`src/design/cdc_cfg_pkg.sv`:
```
// package: register map, field positions, reset values and timing for the front-end config bank
package cdc_cfg_pkg;

  // ---------------------------------------------------------------
  // register offsets
  // ---------------------------------------------------------------
  localparam logic [2:0] OFS_LOWFREQ_CLOCK_TUNE = 3'h0;
  localparam logic [2:0] OFS_OSCILLATOR_CONTROL = 3'h1;
  localparam logic [2:0] OFS_DISCHARGE_RES_SEL = 3'h2;
  localparam logic [2:0] OFS_AUX_PORT_CHARGE = 3'h3;
  localparam logic [2:0] OFS_SENSOR_MODE = 3'h4;
  localparam logic [2:0] OFS_SEQ_STATUS = 3'h5;
  localparam int NUM_REGS = 6;

  // ---------------------------------------------------------------
  // field positions
  // ---------------------------------------------------------------
  localparam int FINE_TRIM_LSB = 2;
  localparam int COARSE_LSB = 0;
  localparam int OSC_DISABLE_BIT = 7;
  localparam int OSC_QUARTER_BIT = 5;
  localparam int OSC_RUN_LSB = 0;
  localparam int DSEL_HIGH_LSB = 6;
  localparam int DSEL_LOW_LSB = 4;
  localparam int INT_DSCHG_EN_BIT = 3;
  localparam int EXT_DSCHG_EN_BIT = 1;
  localparam int AUX_PD_OFF_BIT = 6;
  localparam int AUX_INTREF_BIT = 5;
  localparam int DSCHG_PERM_BIT = 2;
  localparam int AUX_PERM_BIT = 1;
  localparam int CHG_RES_BIT = 0;
  localparam int REF_INT_BIT = 7;
  localparam int COMP_EXT_BIT = 5;
  localparam int COMP_INT_BIT = 4;
  localparam int DIFF_BIT = 1;
  localparam int FLOAT_BIT = 0;

  // ---------------------------------------------------------------
  // reset values
  // ---------------------------------------------------------------
  localparam logic [7:0] RST_LOWFREQ_CLOCK_TUNE = 8'h1C;
  localparam logic [7:0] RST_OSCILLATOR_CONTROL = 8'h00;
  localparam logic [7:0] RST_DISCHARGE_RES_SEL = 8'hA8;
  localparam logic [7:0] RST_AUX_PORT_CHARGE = 8'h10;
  localparam logic [7:0] RST_SENSOR_MODE = 8'h00;

  // ---------------------------------------------------------------
  // fast oscillator run-mode codes
  // ---------------------------------------------------------------
  localparam logic [2:0] RUN_OFF = 3'h0;
  localparam logic [2:0] RUN_PERMANENT = 3'h1;
  localparam logic [2:0] RUN_LAT_31 = 3'h2;
  localparam logic [2:0] RUN_LAT_2 = 3'h3;
  localparam logic [2:0] RUN_LAT_1 = 3'h6;
  localparam logic [4:0] LAT_PERIODS_1 = 5'h01;
  localparam logic [4:0] LAT_PERIODS_2 = 5'h02;
  localparam logic [4:0] LAT_PERIODS_31 = 5'h1F;

  // ---------------------------------------------------------------
  // decoded configuration handed to the sequencer
  // ---------------------------------------------------------------
  typedef struct packed {
    logic [3:0] slowClkFineTrim;
    logic [1:0] slowClkCoarseRange;
    logic fastOscDisable;
    logic fastOscQuarter;
    logic [2:0] fastOscRunMode;
    logic [1:0] dischgResSelLowPorts;
    logic [1:0] dischgResSelHighPorts;
    logic internalDischgEnable;
    logic externalDischgEnable;
    logic auxPulldownOff;
    logic auxDuringIntref;
    logic dischgResPermanent;
    logic auxPortPermanent;
    logic chargeResSelect;
    logic refInternal;
    logic offchipParasiticComp;
    logic onchipParasiticComp;
    logic differential;
    logic floating;
  } cdc_cfg_t;

  typedef enum logic [1:0] {
    ST_IDLE = 2'b00,
    ST_SETTLE = 2'b01,
    ST_MEASURE = 2'b11
  } osc_state_t;

endpackage

```
`src/design/cdc_frontend_config_regs.sv`:
```
// config register bank for the capacitance front end, with oscillator latency control
//
// Summary of operation
// register 0x00 bits 5:2 hold slow clock fine trim, 0 to 15, typical 7.
// register 0x00 bits 1:0 pick slow clock range 10/50/100/200 kHz.
// register 0x01 bit 7 set disables the fast oscillator clock; default 0.
// register 0x01 bit 5 divides fast oscillator 2 MHz by four.
// register 0x01 bits 2:0: off, permanent, or 1/2/31 slow-period latency.
// with a latency code, start oscillator and wait settling before each measurement.
// register 0x02 bits 5:4 pick discharge resistor for ports 0-3 and 6.
// register 0x02 bits 7:6 pick discharge resistor for ports 4 and 5.
// register 0x02 bit 3 enables internal discharge resistors; default on.
// register 0x02 bit 1 switches aux pin only during discharge; software disables pull-down.
// register 0x03 bit 6 set disables the aux pin pull-down.
// register 0x03 bit 5 activates aux port only during internal reference conversion.
// register 0x03 bit 2 keeps on-chip discharge resistor always connected.
// register 0x03 bit 1 keeps aux port permanently active; software disables pull-down.
// register 0x03 bit 0 picks charge resistor 10 k or 180 k.
// register 0x04 bit 7 selects internal reference on port 6 or external.
// software must not set off-chip compensation unless sensors are floating.
// register 0x04 bit 4 activates on-chip parasitic and gain compensation.
// register 0x04 bit 1 selects single or differential sensors.
// register 0x04 bit 0 selects grounded or floating sensors.
// registers are 8 bits, hold until rewritten or reset, drive sequencer continuously.
//
// Our own choice: the address-and-strobe port.
`timescale 1ns/1ps

module cdc_frontend_config_regs
  import cdc_cfg_pkg::*;
#(
  parameter int ADDR_W = 3
) (
  // clock and reset
  input wire logic sys_clk,
  input wire logic srst,
  // register port
  input wire logic [ADDR_W-1:0] regAddr,
  input wire logic [7:0] regWrData,
  input wire logic regWrite,
  input wire logic regRead,
  output logic [7:0] regRdData,
  // sequencer side
  input wire logic slowClkTick,
  input wire logic measRequest,
  input wire logic dischargePhase,
  input wire logic intRefConversion,
  output cdc_cfg_t cfg,
  output logic fastOscEnable,
  output logic measStart,
  output logic auxPinSwitch,
  output logic auxPulldownEnable,
  output logic intDischgConnect
);

  // ---------------------------------------------------------------
  // parameter check
  // ---------------------------------------------------------------
  // the decode indexes three address bits; a narrower port cannot reach every register
  if (ADDR_W < 3) begin : g_addr_w_check
    $error("ADDR_W must be at least 3");
  end

  // ---------------------------------------------------------------
  // register storage and internal state
  // ---------------------------------------------------------------
  logic [7:0] lowfreqClockTune;
  logic [7:0] oscillatorControl;
  logic [7:0] dischargeResistorSelect;
  logic [7:0] auxPortChargeControl;
  logic [7:0] sensorModeControl;
  logic configErr;
  logic [7:0] seqStatus;
  osc_state_t oscState;
  logic [4:0] settleCount;
  logic [4:0] settleTarget;
  logic slowTickMeta;
  logic slowTickSync;
  logic slowTickLast;
  logic slowTickRise;
  logic addrHit;
  // write enables, one per register
  logic wrTune;
  logic wrOsc;
  logic wrRes;
  logic wrAux;
  logic wrMode;
  // next values of the registered outputs
  logic [7:0] next_regRdData;
  logic next_auxPinSwitch;
  logic next_auxPulldownEnable;
  logic next_intDischgConnect;
  logic next_fastOscEnable;
  // settling is abandoned when its mode goes away
  logic settleAbort;

  // ---------------------------------------------------------------
  // address decode
  // ---------------------------------------------------------------
  assign addrHit = (regAddr < ADDR_W'(NUM_REGS));

  // one strobe per register keeps each storage process independent
  assign wrTune = regWrite && addrHit && (regAddr[2:0] == OFS_LOWFREQ_CLOCK_TUNE);
  assign wrOsc = regWrite && addrHit && (regAddr[2:0] == OFS_OSCILLATOR_CONTROL);
  assign wrRes = regWrite && addrHit && (regAddr[2:0] == OFS_DISCHARGE_RES_SEL);
  assign wrAux = regWrite && addrHit && (regAddr[2:0] == OFS_AUX_PORT_CHARGE);
  assign wrMode = regWrite && addrHit && (regAddr[2:0] == OFS_SENSOR_MODE);

  // ---------------------------------------------------------------
  // register 0x00: slow clock tuning
  // ---------------------------------------------------------------
  // bits 7:6 belong to the access port: stored and read back, but not decoded
  always_ff @(posedge sys_clk) begin
    if (srst) begin
      lowfreqClockTune <= RST_LOWFREQ_CLOCK_TUNE;
    end else if (wrTune) begin
      lowfreqClockTune <= regWrData;
    end
  end

  // ---------------------------------------------------------------
  // register 0x01: fast oscillator control
  // ---------------------------------------------------------------
  // bits 4:3 are stored as written; nothing here acts on them
  always_ff @(posedge sys_clk) begin
    if (srst) begin
      oscillatorControl <= RST_OSCILLATOR_CONTROL;
    end else if (wrOsc) begin
      oscillatorControl <= regWrData;
    end
  end

  // ---------------------------------------------------------------
  // register 0x02: discharge resistor selection
  // ---------------------------------------------------------------
  always_ff @(posedge sys_clk) begin
    if (srst) begin
      dischargeResistorSelect <= RST_DISCHARGE_RES_SEL;
    end else if (wrRes) begin
      dischargeResistorSelect <= regWrData;
    end
  end

  // ---------------------------------------------------------------
  // register 0x03: aux port and charge control
  // ---------------------------------------------------------------
  // bits 4:3 keep their reset pattern unless software overwrites them
  always_ff @(posedge sys_clk) begin
    if (srst) begin
      auxPortChargeControl <= RST_AUX_PORT_CHARGE;
    end else if (wrAux) begin
      auxPortChargeControl <= regWrData;
    end
  end

  // ---------------------------------------------------------------
  // register 0x04: sensor mode control
  // ---------------------------------------------------------------
  // off-chip compensation is stored as written even with grounded sensors
  always_ff @(posedge sys_clk) begin
    if (srst) begin
      sensorModeControl <= RST_SENSOR_MODE;
    end else if (wrMode) begin
      sensorModeControl <= regWrData;
    end
  end

  // ---------------------------------------------------------------
  // read path
  // ---------------------------------------------------------------
  // unmapped indices and idle cycles read as zero, so the bus can be or-ed
  always_comb begin
    next_regRdData = 8'h00;
    if (regRead && addrHit) begin
      unique case (regAddr[2:0])
        OFS_LOWFREQ_CLOCK_TUNE: next_regRdData = lowfreqClockTune;
        OFS_OSCILLATOR_CONTROL: next_regRdData = oscillatorControl;
        OFS_DISCHARGE_RES_SEL: next_regRdData = dischargeResistorSelect;
        OFS_AUX_PORT_CHARGE: next_regRdData = auxPortChargeControl;
        OFS_SENSOR_MODE: next_regRdData = sensorModeControl;
        OFS_SEQ_STATUS: next_regRdData = seqStatus;
        default: next_regRdData = 8'h00;
      endcase
    end
  end

  // read data stand for exactly the cycle after the strobe
  always_ff @(posedge sys_clk) begin
    if (srst) begin
      regRdData <= 8'h00;
    end else begin
      regRdData <= next_regRdData;
    end
  end

  // ---------------------------------------------------------------
  // field decode
  // ---------------------------------------------------------------
  always_comb begin
    cfg.slowClkFineTrim = lowfreqClockTune[FINE_TRIM_LSB +: 4];
    cfg.slowClkCoarseRange = lowfreqClockTune[COARSE_LSB +: 2];
    cfg.fastOscDisable = oscillatorControl[OSC_DISABLE_BIT];
    cfg.fastOscQuarter = oscillatorControl[OSC_QUARTER_BIT];
    cfg.fastOscRunMode = oscillatorControl[OSC_RUN_LSB +: 3];
    cfg.dischgResSelLowPorts = dischargeResistorSelect[DSEL_LOW_LSB +: 2];
    cfg.dischgResSelHighPorts = dischargeResistorSelect[DSEL_HIGH_LSB +: 2];
    cfg.internalDischgEnable = dischargeResistorSelect[INT_DSCHG_EN_BIT];
    cfg.externalDischgEnable = dischargeResistorSelect[EXT_DSCHG_EN_BIT];
    cfg.auxPulldownOff = auxPortChargeControl[AUX_PD_OFF_BIT];
    cfg.auxDuringIntref = auxPortChargeControl[AUX_INTREF_BIT];
    cfg.dischgResPermanent = auxPortChargeControl[DSCHG_PERM_BIT];
    cfg.auxPortPermanent = auxPortChargeControl[AUX_PERM_BIT];
    cfg.chargeResSelect = auxPortChargeControl[CHG_RES_BIT];
    cfg.refInternal = sensorModeControl[REF_INT_BIT];
    cfg.offchipParasiticComp = sensorModeControl[COMP_EXT_BIT];
    cfg.onchipParasiticComp = sensorModeControl[COMP_INT_BIT];
    cfg.differential = sensorModeControl[DIFF_BIT];
    cfg.floating = sensorModeControl[FLOAT_BIT];
  end

  // ---------------------------------------------------------------
  // aux pin and discharge resistor switching
  // ---------------------------------------------------------------
  // permanent mode wins; external switching follows the discharge phase only
  always_comb begin
    next_auxPinSwitch = cfg.auxPortPermanent
      || (cfg.externalDischgEnable && dischargePhase
          && (!cfg.auxDuringIntref || intRefConversion))
      || (cfg.auxDuringIntref && !cfg.externalDischgEnable && intRefConversion);
    next_auxPulldownEnable = !cfg.auxPulldownOff;
    next_intDischgConnect = cfg.internalDischgEnable
      && (cfg.dischgResPermanent || dischargePhase);
  end

  always_ff @(posedge sys_clk) begin
    if (srst) begin
      auxPinSwitch <= 1'b0;
    end else begin
      auxPinSwitch <= next_auxPinSwitch;
    end
  end

  // pull-down resets active so an unconfigured aux pin does not float
  always_ff @(posedge sys_clk) begin
    if (srst) begin
      auxPulldownEnable <= 1'b1;
    end else begin
      auxPulldownEnable <= next_auxPulldownEnable;
    end
  end

  // connection follows the discharge phase unless held permanently
  always_ff @(posedge sys_clk) begin
    if (srst) begin
      intDischgConnect <= 1'b0;
    end else begin
      intDischgConnect <= next_intDischgConnect;
    end
  end

  // ---------------------------------------------------------------
  // configuration consistency
  // ---------------------------------------------------------------

  // off-chip compensation without floating sensors is flagged, not blocked
  always_ff @(posedge sys_clk) begin
    if (srst) begin
      configErr <= 1'b0;
    end else begin
      configErr <= cfg.offchipParasiticComp && !cfg.floating;
    end
  end

  // ---------------------------------------------------------------
  // fast oscillator latency sequencing
  // ---------------------------------------------------------------
  // slow clock tick comes from another oscillator domain
  always_ff @(posedge sys_clk) begin
    if (srst) begin
      slowTickMeta <= 1'b0;
      slowTickSync <= 1'b0;
      slowTickLast <= 1'b0;
    end else begin
      slowTickMeta <= slowClkTick;
      slowTickSync <= slowTickMeta;
      slowTickLast <= slowTickSync;
    end
  end

  // last tick resets low, the idle tick level, so no false edge follows reset
  assign slowTickRise = slowTickSync && !slowTickLast;

  always_comb begin
    unique case (cfg.fastOscRunMode)
      RUN_LAT_1: settleTarget = LAT_PERIODS_1;
      RUN_LAT_2: settleTarget = LAT_PERIODS_2;
      RUN_LAT_31: settleTarget = LAT_PERIODS_31;
      default: settleTarget = 5'h00;
    endcase
  end

  // a change to a run code without latency, or a disable, during settling abandons the wait instead of starting
  assign settleAbort = cfg.fastOscDisable || (settleTarget == 5'h00);

  // unlisted run codes behave as off
  always_ff @(posedge sys_clk) begin
    if (srst) begin
      oscState <= ST_IDLE;
      settleCount <= 5'h00;
      measStart <= 1'b0;
    end else begin
      measStart <= 1'b0;
      unique case (oscState)
        ST_IDLE: begin
          settleCount <= 5'h00;
          if (measRequest && !cfg.fastOscDisable) begin
            if (settleTarget != 5'h00) begin
              oscState <= ST_SETTLE;
            end else if (cfg.fastOscRunMode == RUN_PERMANENT) begin
              measStart <= 1'b1;
              oscState <= ST_MEASURE;
            end
          end
        end
        ST_SETTLE: begin
          if (settleAbort) begin
            oscState <= ST_IDLE;
          end else if (slowTickRise) begin
            if (settleCount + 5'h01 >= settleTarget) begin
              measStart <= 1'b1;
              oscState <= ST_MEASURE;
            end
            settleCount <= settleCount + 5'h01;
          end
        end
        ST_MEASURE: begin
          if (!measRequest) begin
            oscState <= ST_IDLE;
          end
        end
        default: oscState <= ST_IDLE;
      endcase
    end
  end

  // ---------------------------------------------------------------
  // oscillator enable
  // ---------------------------------------------------------------
  always_comb begin
    next_fastOscEnable = !cfg.fastOscDisable
      && ((cfg.fastOscRunMode == RUN_PERMANENT)
          || (oscState != ST_IDLE && settleTarget != 5'h00));
  end

  always_ff @(posedge sys_clk) begin
    if (srst) begin
      fastOscEnable <= 1'b0;
    end else begin
      fastOscEnable <= next_fastOscEnable;
    end
  end

  // ---------------------------------------------------------------
  // status register
  // ---------------------------------------------------------------
  // read-only: state, oscillator enable and the compensation conflict flag
  assign seqStatus = {4'h0, configErr, fastOscEnable, oscState};

endmodule // cdc_frontend_config_regs

```
`config.mk`:
```
export PLATFORM = sky130hd
export DESIGN_NAME = cdc_frontend_config_regs
export DESIGN_NICKNAME = d
export VERILOG_FILES = /design/src/design/cdc_cfg_pkg.sv /design/src/design/cdc_frontend_config_regs.sv
export SDC_FILE = /design/constraint.sdc
export NUM_CORES = 1
export LEC_CHECK = 0
export BUFFER_PORTS_ARGS = -buffer_cell sky130_fd_sc_hd__buf_4
export CAP_MARGIN = 20
export CORE_ASPECT_RATIO = 1.25
export CORE_MARGIN = 4
export CORE_UTILIZATION = 50
export CTS_CLUSTER_DIAMETER = 120
export CTS_CLUSTER_SIZE = 25
export DETAILED_ROUTE_END_ITERATION = 6
export PLACE_DENSITY_LB_ADDON = 0.25
export SYNTH_ARGS = -nofsm -noshare
export SYNTH_HDL_FRONTEND = slang
export SYNTH_SLANG_ARGS = --single-unit
```
`constraint.sdc`:
```
create_clock -name sys_clk -period 4.6 [get_ports sys_clk]
set_input_delay 0.92 -clock sys_clk [delete_from_list [all_inputs] [get_ports sys_clk]]
set_output_delay 0.92 -clock sys_clk [all_outputs]
set_load 0.02 [all_outputs]
```
==> results.md, run 1 <==
* Max Slew Vio Count at 0
* Worst Setup Slack, final at 2.46 ns
* Max capacitance violation total at 0
* Last weighted congestion value of the routability-driven placer at 0.834
* Final Critical Period at 2.14 ns
* Number of standard cells in the final layout excluding fillers at 471
* Clock transition at path regs at 0.07 ns
* Combinational cell fraction of total power at 8.8%
* Max Fanout on Critical Path at 19
* Synth Instances at 364
* RSZ-0062 raised after global routing: no
* Avg Cell Area, Syn at 8.60 um^2
* Insertion delay to the later sink of the worst-skew pair at 0.35 ns
* CTS tree: built
* Crit Path Category: in2reg
* Worst setup path startpoint: regAddr[2]
* Clock skew at 0.00797 ns
* Total Routing Usage GR at 19.7%
* Number of failing setup endpoints in the final timing report at 0
* Total number of vias at 2555
* Setup_tns at 0 ns
* Placed wire-length estimate after detailed placement at 4920 um
* Number of buffers inserted for hold repair after clock tree synthesis at 0
* Initial antenna violation count at 0
* Die boundary height at 96.5 um
* Result of the run: complete, no violations
* Clock network power share at 43.3%
* Cell Chain, Critical Path: buf_4 > nand2b_1 > nor3_2 > nor2b_1 > a211o_1
* Port Buf Inserts at 58
* Register share of total power at 47.9%
* Layout overhead on the synthesized area at 13.9%
* Slowest-stage cell, CP: sky130_fd_sc_hd__nor3_2
* Top_reg_cell synth: sky130_fd_sc_hd__dfxtp_1
* Instance area after placement at 0.00335 mm^2
* Number of enable flip-flop cells after synthesis at 0
* Setup fix buffers added after clock tree synthesis at 0
* Post-DRT Antenna Nets at 0
* Area fraction of the dominant cell type after synthesis at 40.9%
* Largest net degree at the start of global routing at 60
* Startpoint of the lowest-slack hold path: slowTickMeta$_SDFF_PP0_
* Total clock sinks at 64
* Wire length of the first global-routing pass at 11400 um
* Crit share post-route at 46.6%
* Sequential share of the synthesized area at 40.9%
* Total power after layout at 1200 uW
* Setup slack after placement at 2.08 ns
* Via density at 5.42
* Delay of the slowest cell on the worst path at 0.68 ns
* Max IR drop VDD at 0.192 mV
* Arrival time of the worst setup path at 2.38 ns
* DRC violation count after routing at 0
* Cell area after synthesis at 0.00313 mm^2
* Starting Density at 52.8%
* Critical Path Source Type: primary input
* Max-Slew Margin vs Limit at 40.7%
* Longest Clk Path Bufs at 2
* Internal power at 918 uW
* Largest cells by area after synthesis: sky130_fd_sc_hd__dfxtp_1 41%, sky130_fd_sc_hd__mux2i_1 9.3%, sky130_fd_sc_hd__buf_4 7.2%
* Number of antenna diodes at 0
* Root buffer selected by CTS: sky130_fd_sc_hd__clkbuf_8
* Yosys cell types at 47
* Number of buffers added by the clock tree synthesis step at 9
* I/O pins at 59
* Layout Nets at 406
* Hold Vio Cnt, Final at 0
* Cells resized by post-CTS repair at 0
* Proportion of layout cells with a drive suffix above 1 at 21.1%
* Syn nets at 386
* Post-Place Cells at 455
* CORE AREA at 0.00593 mm^2
* Warnings, synthesis at 0
* Switching power at 285 uW
* Library cell occupying the most area in the post-synthesis netlist: sky130_fd_sc_hd__dfxtp_1
* Maximum frequency from static timing analysis at 466 MHz
* Leakage at 0.00140 uW
* Fraction of registers with async set or reset after synthesis at 0%
* Overall overflow remaining after global route at 0
* Actual slew at the worst max-slew pin at 0.885 ns
* Horizontal extent of the die at 78.8 um
* Element type at the critical path end: flop
* Worst Hold Depth at 1
* Switching Share at 23.7%
* Critical Path RT at 4.84 ns
* Area enclosed by the die boundary at 0.00760 mm^2
* Placement Rows at 31
* Startpoint of the most critical register-to-register path: oscillatorControl[1]$_SDFFE_PP0P_
* Final design instance area without fill at 0.00357 mm^2
* Number of cells on the worst reg-to-reg path at 6
* Starting DRC count in detailed routing at 179
* Worst min-delay path category: reg2reg
* Overall routed net length at 7230 um
* Routed len/inst at 15.4 um
* Synth Register Bits at 64
* Number of global-route vias before repair at 2248
* First drt pass iteration count at 4
* Power density cells at 338 mW/mm^2
* Depth of the CTS H-tree at 3
## cell type report
| cell class | count | area, um^2 |
|---|---|---|
| fill | 550 | 2370 |
| multi-input combinational | 245 | 1510 |
| sequential | 64 | 1280 |
| timing repair buffer | 58 | 435 |
| clock buffer | 14 | 183 |
| tap | 82 | 103 |
| clock inverter | 2 | 35.0 |
| inverter | 6 | 22.5 |
## sequential cells by signal, indices dropped and copies added (netlist names)
name,cells
dischargeResistorSelect,8
configErr,1
regRdData,8
slowTickMeta,1
auxPulldownEnable,1
fastOscEnable,1
auxPinSwitch,1
auxPortChargeControl,8
settleCount,5
lowfreqClockTune,8
sensorModeControl,8
oscillatorControl,8
measStart,1
oscState,2
intDischgConnect,1
slowTickLast,1
slowTickSync,1
## worst max-delay path: cells and delay by family
family	cells	cell delay, ns
AOI/OAI and AO/OA	1	0.29
buffers and inverters	1	0.19
and+or+nand+nor	3	0.98
## power by group through the flow
stage               registers [uW]  logic, uW  clock network [uW]
CTS                            576        106                 528
finish                         576        106                 521
floorplan                      589       73.4                   0
global placement               589        105                   0
detailed placement             589        106                   0
global route                   578        115                 548
## path summary, 6_finish.rpt
kind	to	slack, ns
worst max-delay path	lowfreqClockTune[4]$_SDFFE_PP1P_	2.46
worst min-delay path	slowTickSync$_SDFF_PP0_	0.44
worst max register to register	oscState[1]$_SDFFE_PP0P_	2.83
worst min register to register	slowTickSync$_SDFF_PP0_	0.44
## routing by layer
metal,global-route usage [%],routed length (um),part of all wire [%],up-vias
met3,4.17,411,5.7,12
met1,24.5,3150,44,1202
met5,0,0,0,-
met4,10.1,146,2.0,0
li1,-,-,-,1270
met2,32.4,3520,49,71
## stage by stage
stage / util [%] / hold WS (ns)
after global routing: 60.1 / 0.462
final: 60.1 / 0.440
after CTS: 60.1 / 0.450
after global placement: 56.4 / 0.425
after detailed placement: 56.4 / 0.428
after floorplan: - / 0.397
## cells in the final DEF, fill, tap and decap left out, drive strengths merged, types with 4 or more instances in the layout
cell type,count
dfxtp,64
nand2,59
buf,58
a21oi,38
nor2,32
mux2i,29
clkbuf,14
nor2b,12
a211oi,10
nand3b,8
inv,6
nand2b,5
and3,5
o2bb2ai,4
## synth_stat cells, types with 4 or more instances
master / count
sky130_fd_sc_hd__nand2b_1: 5
sky130_fd_sc_hd__nand2_1: 59
sky130_fd_sc_hd__buf_4: 30
sky130_fd_sc_hd__o2bb2ai_1: 4
sky130_fd_sc_hd__buf_2: 6
sky130_fd_sc_hd__clkbuf_1: 8
sky130_fd_sc_hd__nor2b_1: 12
sky130_fd_sc_hd__nand3b_1: 8
sky130_fd_sc_hd__inv_1: 6
sky130_fd_sc_hd__a211oi_1: 10
sky130_fd_sc_hd__nor2_1: 32
sky130_fd_sc_hd__a21oi_1: 37
sky130_fd_sc_hd__dfxtp_1: 64
sky130_fd_sc_hd__and3_1: 4
sky130_fd_sc_hd__mux2i_1: 29
## logic make-up after synthesis
kind of cell               after synthesis  share of synthesized area, %
and+or+nand+nor                        141                          22.6
buffers and inverters                   55                          11.0
muxes                                   29                          9.27
xor gates and xnor gates                 2                         0.560
DFF                                     64                          40.9
adders and majority gates                3                          1.20
AOI/OAI and AO/OA                       70                          14.5
(Power assumes the default switching activity.)
==> inputs of run 2 (changes only) <==
--- a/config.mk
+++ b/config.mk
@@ -5,6 +5,7 @@
 export SDC_FILE = /design/constraint.sdc
 export NUM_CORES = 1
 export LEC_CHECK = 0
+export ABC_AREA = 1
 export BUFFER_PORTS_ARGS = -buffer_cell sky130_fd_sc_hd__buf_4
 export CAP_MARGIN = 20
 export CORE_ASPECT_RATIO = 1.25
==> constraint.sdc (replaced) <==
create_clock -name sys_clk -period 2.14 [get_ports sys_clk]
set_input_delay 0.428 -clock sys_clk [delete_from_list [all_inputs] [get_ports sys_clk]]
set_output_delay 0.428 -clock sys_clk [all_outputs]
set_load 0.02 [all_outputs]
==> run 2 against run 1 <==
Effect of this change:
- combinational power increased to 6.6 times the previous value
- final cell count grew 4.7%
- critical path depth grew 4
- global-route usage increased by 2.0 points
- core utilization increased by 0.97 points
- worst setup slack worse by 2.0 ns
- critical path type is now reg2reg
==> results.md, run 2 <==
* Insertion delay to the later sink of the worst-skew pair at 0.34 ns (about the same)
* Max Fanout on Critical Path at 6 (-13)
* Register Area at 0.00128 mm^2 (unchanged)
* Number of antenna diodes at 0 (unchanged)
* Total clock sinks at 64 (unchanged)
* Largest net degree at the start of global routing at 45 (-25%)
* Sequential share of the synthesized area at 43.7% (+2.8 points)
* Yosys cell types at 37 (-21%)
* Maximum frequency from static timing analysis at 606 MHz
* Actual slew at the worst max-slew pin at 0.813 ns (-0.0726 ns)
* Proportion of layout cells with a drive suffix above 1 at 22.6% (+1.5 points)
* First drt pass iteration count at 5 (+1)
* Via density at 5.33 (-1.8%)
* Setup_tns at 0 ns (unchanged)
* Number of buffers added by the clock tree synthesis step at 9 (unchanged)
* Overall overflow remaining after global route at 0 (unchanged)
* Starting Density at 52.8% (about the same)
* Warnings, synthesis at 0 (unchanged)
* Clock skew at 0.00630 ns (-0.00167 ns)
* Area fraction of the dominant cell type after synthesis at 43.7% (+2.8 points)
* Total power after layout at 3010 uW (+150%)
* Max-Slew Margin vs Limit at 45.6% (+4.9 points)
* Layout Nets at 447 (+10%)
* Post-DRT Antenna Nets at 0 (unchanged)
* Max Slew Vio Count at 0 (unchanged)
* Commonest cells in the netlist: 64 x sky130_fd_sc_hd__dfxtp_1, 59 x sky130_fd_sc_hd__nand2_1, 54 x sky130_fd_sc_hd__nor2_1
* Leakage at 0.00157 uW (+13%)
* Clock transition at path regs at 0.07 ns (about the same)
* Layout overhead on the synthesized area at 15.7%
* Avg Cell Area, Syn at 7.54 um^2 (-12%)
* RSZ-0062 raised after global routing: no
* Largest cells by area after synthesis: sky130_fd_sc_hd__dfxtp_1 44%, sky130_fd_sc_hd__nand2_1 7.6%, sky130_fd_sc_hd__buf_4 6.9%
* Last weighted congestion value of the routability-driven placer at 0.912 (+9.4%)
* Leading cell types in the layout, fill and taps excluded: 64 x sky130_fd_sc_hd__dfxtp_1, 61 x sky130_fd_sc_hd__buf_4, 59 x sky130_fd_sc_hd__nand2_1
* CTS tree: built
* Number of failing setup endpoints in the final timing report at 0 (unchanged)
* Area used by multi-input combinational logic at 0.00122 mm^2 (-19%)
* Library cell with the highest instance count after synthesis: sky130_fd_sc_hd__dfxtp_1
* Synth Register Bits at 64 (unchanged)
* Starting DRC count in detailed routing at 133 (-26%)
* Most frequent standard cell in the layout excluding fill and tap cells: sky130_fd_sc_hd__dfxtp_1
* Fraction of registers with async set or reset after synthesis at 0% (unchanged)
* Root buffer selected by CTS: sky130_fd_sc_hd__clkbuf_8
* Hold Vio Cnt, Final at 0 (unchanged)
* Horizontal extent of the die at 76.5 um (-2.9%)
* I/O pins at 59 (unchanged)
* Cell with the most instances on the worst path: sky130_fd_sc_hd__nand2_1
* Category of cells accounting for the largest share of critical-path delay: adder cells
* Power density cells at 888 mW/mm^2 (+160%)
* Initial antenna violation count at 0 (unchanged)
* Worst min-delay path category: in2reg
* Syn nets at 411 (+6.5%)
* Max capacitance violation total at 0 (unchanged)
* Library cell occupying the most area in the post-synthesis netlist: sky130_fd_sc_hd__dfxtp_1
* Setup fix buffers added after clock tree synthesis at 0 (unchanged)
* Critical Path RT at 2.42 ns (-2.42 ns)
* Combined buffer and inverter count along the critical path at 0 (-1)
* Element type at the critical path end: flop
* DRC violation count after routing at 0 (unchanged)
* Cells resized by post-CTS repair at 0 (unchanged)
* Critical Path Source Type: flop
* Top_reg_cell synth: sky130_fd_sc_hd__dfxtp_1
* Area enclosed by the die boundary at 0.00716 mm^2 (-5.8%)
* Die boundary height at 93.6 um (-3.0%)
* Port Buf Inserts at 58 (unchanged)
* Synth Instances at 389 (+6.9%)
* Placement Rows at 30 (-3.2%)
* Final Critical Period at 1.65 ns
* Crit Path Category: reg2reg
* Longest Clk Path Bufs at 2 (unchanged)
* Placed wire-length estimate after detailed placement at 5470 um (+11%)
* Depth of the CTS H-tree at 3 (unchanged)
* Delay of the slowest cell on the worst path at 0.44 ns (-0.24 ns)
* Number of global-route vias before repair at 2517 (+12%)
* Number of buffers inserted for hold repair after clock tree synthesis at 0 (unchanged)
* Worst Hold Depth at 3 (+2)
* Cell area after synthesis at 0.00293 mm^2 (-6.4%)
* Arrival time of the worst setup path at 1.93 ns (-0.45 ns)
* Max IR drop VDD at 0.404 mV (+110%)
* Core utilization of the finished layout at 61.1% (+0.97 points)
* Result of the run: complete, no violations
* FILL cells at 539 (-2.0%)
* CORE AREA at 0.00556 mm^2 (-6.4%)
* Number of cells on the worst reg-to-reg path at 9 (+3)
* Overall routed net length at 7420 um (+2.6%)
* Total Routing Usage GR at 21.8% (+2.0 points)
* Cell Chain, Critical Path: ha_1 > ha_1 > a21oi_1 > nand2_1 > nand3_1 > nand2_1 > nand2_1 > nand2_1 > nor2_2
* Crit share post-route at 77.2%
* Routed len/inst at 15.0 um (-2.0%)
* Levels on crit path at 9 (+4)
* Slowest-stage cell, CP: sky130_fd_sc_hd__dfxtp_1
* Number of enable flip-flop cells after synthesis at 0 (unchanged)
* Wire length of the first global-routing pass at 12300 um (+8.0%)
* Total number of vias at 2626 (+2.8%)
==> run 2: cell families after synthesis <==
family | after synthesis | share of synthesized area [%]
AOI/OAI and AO/OA | 92 | 18.2
adders and majority gates | 3 | 1.28
and+or+nand+nor | 148 | 22.2
DFF | 64 | 43.7
buffers and inverters | 82 | 14.6
==> run 2: path summary, 6_finish.rpt <==
| kind | startpoint | to | slack (ns) |
|---|---|---|---|
| max | settleCount[0]$_SDFFE_PP0P_ | oscState[0]$_SDFFE_PP0P_ | 0.49 |
| min | slowClkTick | slowTickMeta$_SDFF_PP0_ | 0.30 |
| max reg2reg | settleCount[0]$_SDFFE_PP0P_ | oscState[0]$_SDFFE_PP0P_ | 0.49 |
| min reg2reg | slowTickMeta$_SDFF_PP0_ | slowTickSync$_SDFF_PP0_ | 0.41 |
==> run 2: area by class of cell <==
type | count | share of cell area [%]
clock buffers | 11 | 4.46
clock inverters | 4 | 0.590
inverters | 46 | 5.24
well taps | 64 | 2.36
multi-input cells | 243 | 36.1
flip-flops and latches | 64 | 37.8
repair buffers | 61 | 13.5
==> run 2: metrics by stage <==
stage	hold slack (ns)	instances	cell area, um^2	worst slack (ns)
finish	0.299	493	3390	0.489
global route	0.308	493	3390	0.243
CTS	0.290	493	3390	0.491
detailed placement	0.401	478	3220	0.439
global placement	0.392	478	3220	0.412
floorplan	0.388	389	2930	0.638
==> run 2: tightest hold or removal path, delay by kind of cell <==
family,cells,cell delay (ns)
buffers and inverters,2,0.11
AND/OR/NAND/NOR,1,0.06
==> run 2: power breakdown <==
group	switching (uW)	internal, uW	total [uW]
Clock	447	469	916
Sequential	107	1290	1400
Combinational	435	266	701
==> run 2: layer usage <==
layer	share of wire [%]	track usage [%]	routed length, um
met5	0	0	0
met4	1.7	7.85	129
met3	5.3	4.82	393
met2	49	38.6	3660
met1	44	25.8	3240
==> inputs of run 3 (changes only) <==
==> constraint.sdc (replaced) <==
create_clock -name sys_clk -period 1.6 [get_ports sys_clk]
set_input_delay 0.32 -clock sys_clk [delete_from_list [all_inputs] [get_ports sys_clk]]
set_output_delay 0.32 -clock sys_clk [all_outputs]
set_load 0.02 [all_outputs]
==> run 3 against run 2 <==
Effect of this change:
- maximum frequency is 8.8% higher
- clock skew increased by 0.0023 ns
- non-clock buffer count increased by 9
- clock power increased by 30%
- sequential share of layout area shrank 0.85 points
- final cell count up 2.0%
- worst setup slack worse by 0.41 ns
- register-to-register slack lost 0.41 ns
- via count rose by 2.7%
==> results.md, run 3 (synthesis results as in run 2) <==
* Result of the run: complete, no violations
* Post-DRT Antenna Nets at 0 (unchanged)
* Register Area at 0.00129 mm^2 (+0.59%)
* Last weighted congestion value of the routability-driven placer at 0.906 (-0.65%)
* Leading cell types in the layout, fill and taps excluded: 70 x sky130_fd_sc_hd__buf_4, 60 x sky130_fd_sc_hd__dfxtp_1, 57 x sky130_fd_sc_hd__nand2_1
* Wire length of the first global-routing pass at 12200 um (-0.68%)
* Starting DRC count in detailed routing at 168 (+26%)
* Max-Slew Margin vs Limit at 45.6% (about the same)
* Worst Hold Depth at 3 (unchanged)
* Root buffer selected by CTS: sky130_fd_sc_hd__clkbuf_8
* Total power after layout at 4090 uW (+36%)
* Depth of the CTS H-tree at 3 (unchanged)
* Leakage at 0.00161 uW (+2.6%)
* Element type at the critical path end: flop
* Initial antenna violation count at 0 (unchanged)
* Most frequent standard cell in the layout excluding fill and tap cells: sky130_fd_sc_hd__buf_4
* Layout Nets at 456 (+2.0%)
* Startpoint of the most critical register-to-register path: oscillatorControl[0]$_SDFFE_PP0P_
* Crit Path Category: reg2reg
* Final design instance area without fill at 0.00349 mm^2 (+2.9%)
* Category of cells accounting for the largest share of critical-path delay: simple AND/OR/NAND/NOR gates
* RSZ-0062 raised after global routing: yes
* Proportion of layout cells with a drive suffix above 1 at 26.4% (+3.8 points)
* Longest Clk Path Bufs at 2 (unchanged)
* Layout overhead on the synthesized area at 19.1%
* Arrival time of the worst setup path at 1.80 ns (-0.13 ns)
* Placed wire-length estimate after detailed placement at 5630 um (+2.8%)
* Total Routing Usage GR at 21.7% (-0.056 points)
* Instance area after placement at 0.00326 mm^2 (+1.2%)
* Critical Path RT at 1.88 ns (-0.54 ns)
* Port Buf Inserts at 58 (unchanged)
* Maximum frequency from static timing analysis at 659 MHz (+8.8%)
* Total clock sinks at 64 (unchanged)
* Number of failing setup endpoints in the final timing report at 0 (unchanged)
* Number of buffers inserted for hold repair after clock tree synthesis at 0 (unchanged)
* Overall overflow remaining after global route at 0 (unchanged)
* Worst min-delay path category: in2reg
* Total number of vias at 2696 (+2.7%)
* Overall routed net length at 7670 um (+3.4%)
* Area enclosed by the die boundary at 0.00716 mm^2 (unchanged)
* Max capacitance violation total at 0 (unchanged)
* Clock transition at path regs at 0.07 ns (about the same)
* Insertion delay to the later sink of the worst-skew pair at 0.34 ns (about the same)
* Clock skew at 0.00857 ns (+0.00227 ns)
* Slowest-stage cell, CP: sky130_fd_sc_hd__dfxtp_2
* Hold Vio Cnt, Final at 0 (unchanged)
* Number of global-route vias before repair at 2574 (+2.3%)
* Capture endpoint of the worst hold path: slowTickMeta$_SDFF_PP0_
* Starting Density at 52.8% (unchanged)
* Number of standard cells in the final layout excluding fillers at 503 (+2.0%)
* Setup slack after placement at 0.0245 ns (-0.415 ns)
* Reg-to-reg slack, setup at 0.08 ns (-0.41 ns)
* Combined buffer and inverter count along the critical path at 3 (+3)
* Worst R2R End: oscState[0]$_SDFFE_PP0P_
* Actual slew at the worst max-slew pin at 0.812 ns (-0.000391 ns)
* DRC violation count after routing at 0 (unchanged)
* Number of cells on the worst reg-to-reg path at 13 (+4)
* CTS tree: built
* Horizontal extent of the die at 76.5 um (unchanged)
* Area used by multi-input combinational logic at 0.00125 mm^2 (+2.5%)
* Final Critical Period at 1.52 ns (-0.134 ns)
* Max IR drop VDD at 0.579 mV (+43%)
* FILL cells at 517 (-4.1%)
* CORE AREA at 0.00556 mm^2 (unchanged)
* Routed len/inst at 15.2 um (+1.3%)
* Die boundary height at 93.6 um (unchanged)
* Max Slew Vio Count at 0 (unchanged)
* Startpoint of the lowest-slack hold path: slowClkTick
* Worst Setup Slack, final at 0.0823 ns (-0.406 ns)
* Placement Rows at 30 (unchanged)
* Delay of the slowest cell on the worst path at 0.34 ns (-0.10 ns)
* Via density at 5.36 (+0.62%)
* First drt pass iteration count at 4 (-1)
* Post-Place Cells at 483 (+1.0%)
* Number of antenna diodes at 0 (unchanged)
* Number of buffers added by the clock tree synthesis step at 9 (unchanged)
* Crit share post-route at 94.9% (+18 points)
* Critical Path Source Type: flop
* Largest net degree at the start of global routing at 45 (unchanged)
* I/O pins at 59 (unchanged)
* Cell Chain, Critical Path: inv_2 > nand2_2 > inv_1 > ha_1 > inv_1 > nand2_2 > a21oi_2 > nand2_1 > nand3_2 > nand2_2 > nand2_1 > nand2_1 > nor2_2
* Max Fanout on Critical Path at 3 (-3)
* Power density cells at 1170 mW/mm^2 (+32%)
==> run 3: worst reg2reg max path, cell delays in order (launching register included) <==
cell and delay, ns:
sky130_fd_sc_hd__dfxtp_2 0.34, sky130_fd_sc_hd__inv_2 0.05, sky130_fd_sc_hd__nand2_2 0.07, sky130_fd_sc_hd__inv_1 0.05, sky130_fd_sc_hd__ha_1 0.27, sky130_fd_sc_hd__inv_1 0.07, sky130_fd_sc_hd__nand2_2 0.05, sky130_fd_sc_hd__a21oi_2 0.14
sky130_fd_sc_hd__nand2_1 0.08, sky130_fd_sc_hd__nand3_2 0.07, sky130_fd_sc_hd__nand2_2 0.06, sky130_fd_sc_hd__nand2_1 0.06, sky130_fd_sc_hd__nand2_1 0.05, sky130_fd_sc_hd__nor2_2 0.10
==> run 3: final cells by class <==
| cell class | count | area share, % |
|---|---|---|
| Sequential cell | 64 | 36.9 |
| Multi-Input combinational cell | 243 | 35.9 |
| Timing Repair Buffer | 70 | 15.1 |
| Inverter | 46 | 5.09 |
| Clock buffer | 12 | 4.16 |
| Tap cell | 64 | 2.29 |
| Clock inverter | 4 | 0.573 |
==> run 3: through the flow <==
| step | setup TNS [ns] | util [%] | hold WS, ns |
|---|---|---|---|
| after detailed placement | 0 | 58.6 | 0.402 |
| after global placement | 0 | 58.6 | 0.394 |
| after floorplan | 0 | - | 0.388 |
| after CTS | 0 | 61.6 | 0.177 |
| final | 0 | 62.8 | 0.186 |
| after global routing | -0.0646 | 62.8 | 0.203 |
==> run 3: what timing repair did <==
item,4_1_cts,5_1_grt
gates resized for setup,0,14
setup buffers,0,4
setup endpoints to repair,0,3
==> run 3: report_power, final <==
group | internal, uW | total [uW] | switching [uW] | leakage [uW]
logic | 402 | 1040 | 638 | 0.00100
registers | 1730 | 1860 | 134 | 0.000523
clock network | 595 | 1190 | 595 | 0.0000899
total | 2720 | 4090 | 1370 | 0.00161
==> run 3: how the worst max path moves through the flow <==
stage                                                  from                       end  cells after the start
after floorplan                 settleCount[0]$_SDFFE_PP0P_      measStart$_SDFF_PP0_                      7
after global placement                           regAddr[1]   regRdData[1]$_SDFF_PP0_                      9
after detailed placement                         regAddr[1]   regRdData[1]$_SDFF_PP0_                      9
after CTS                 oscillatorControl[1]$_SDFFE_PP0P_  oscState[0]$_SDFFE_PP0P_                     12
after global routing      oscillatorControl[0]$_SDFFE_PP0P_  oscState[0]$_SDFFE_PP0P_                     13
final                     oscillatorControl[0]$_SDFFE_PP0P_  oscState[0]$_SDFFE_PP0P_                     13
==> run 3: per-layer routing <==
layer	up-vias	GRT usage, %	share of wire (%)
li1	1335	-	-
met1	1261	24.8	41
met2	79	37.6	51
met3	21	6.17	5.8
met4	0	9.82	2.3
met5	-	0	0
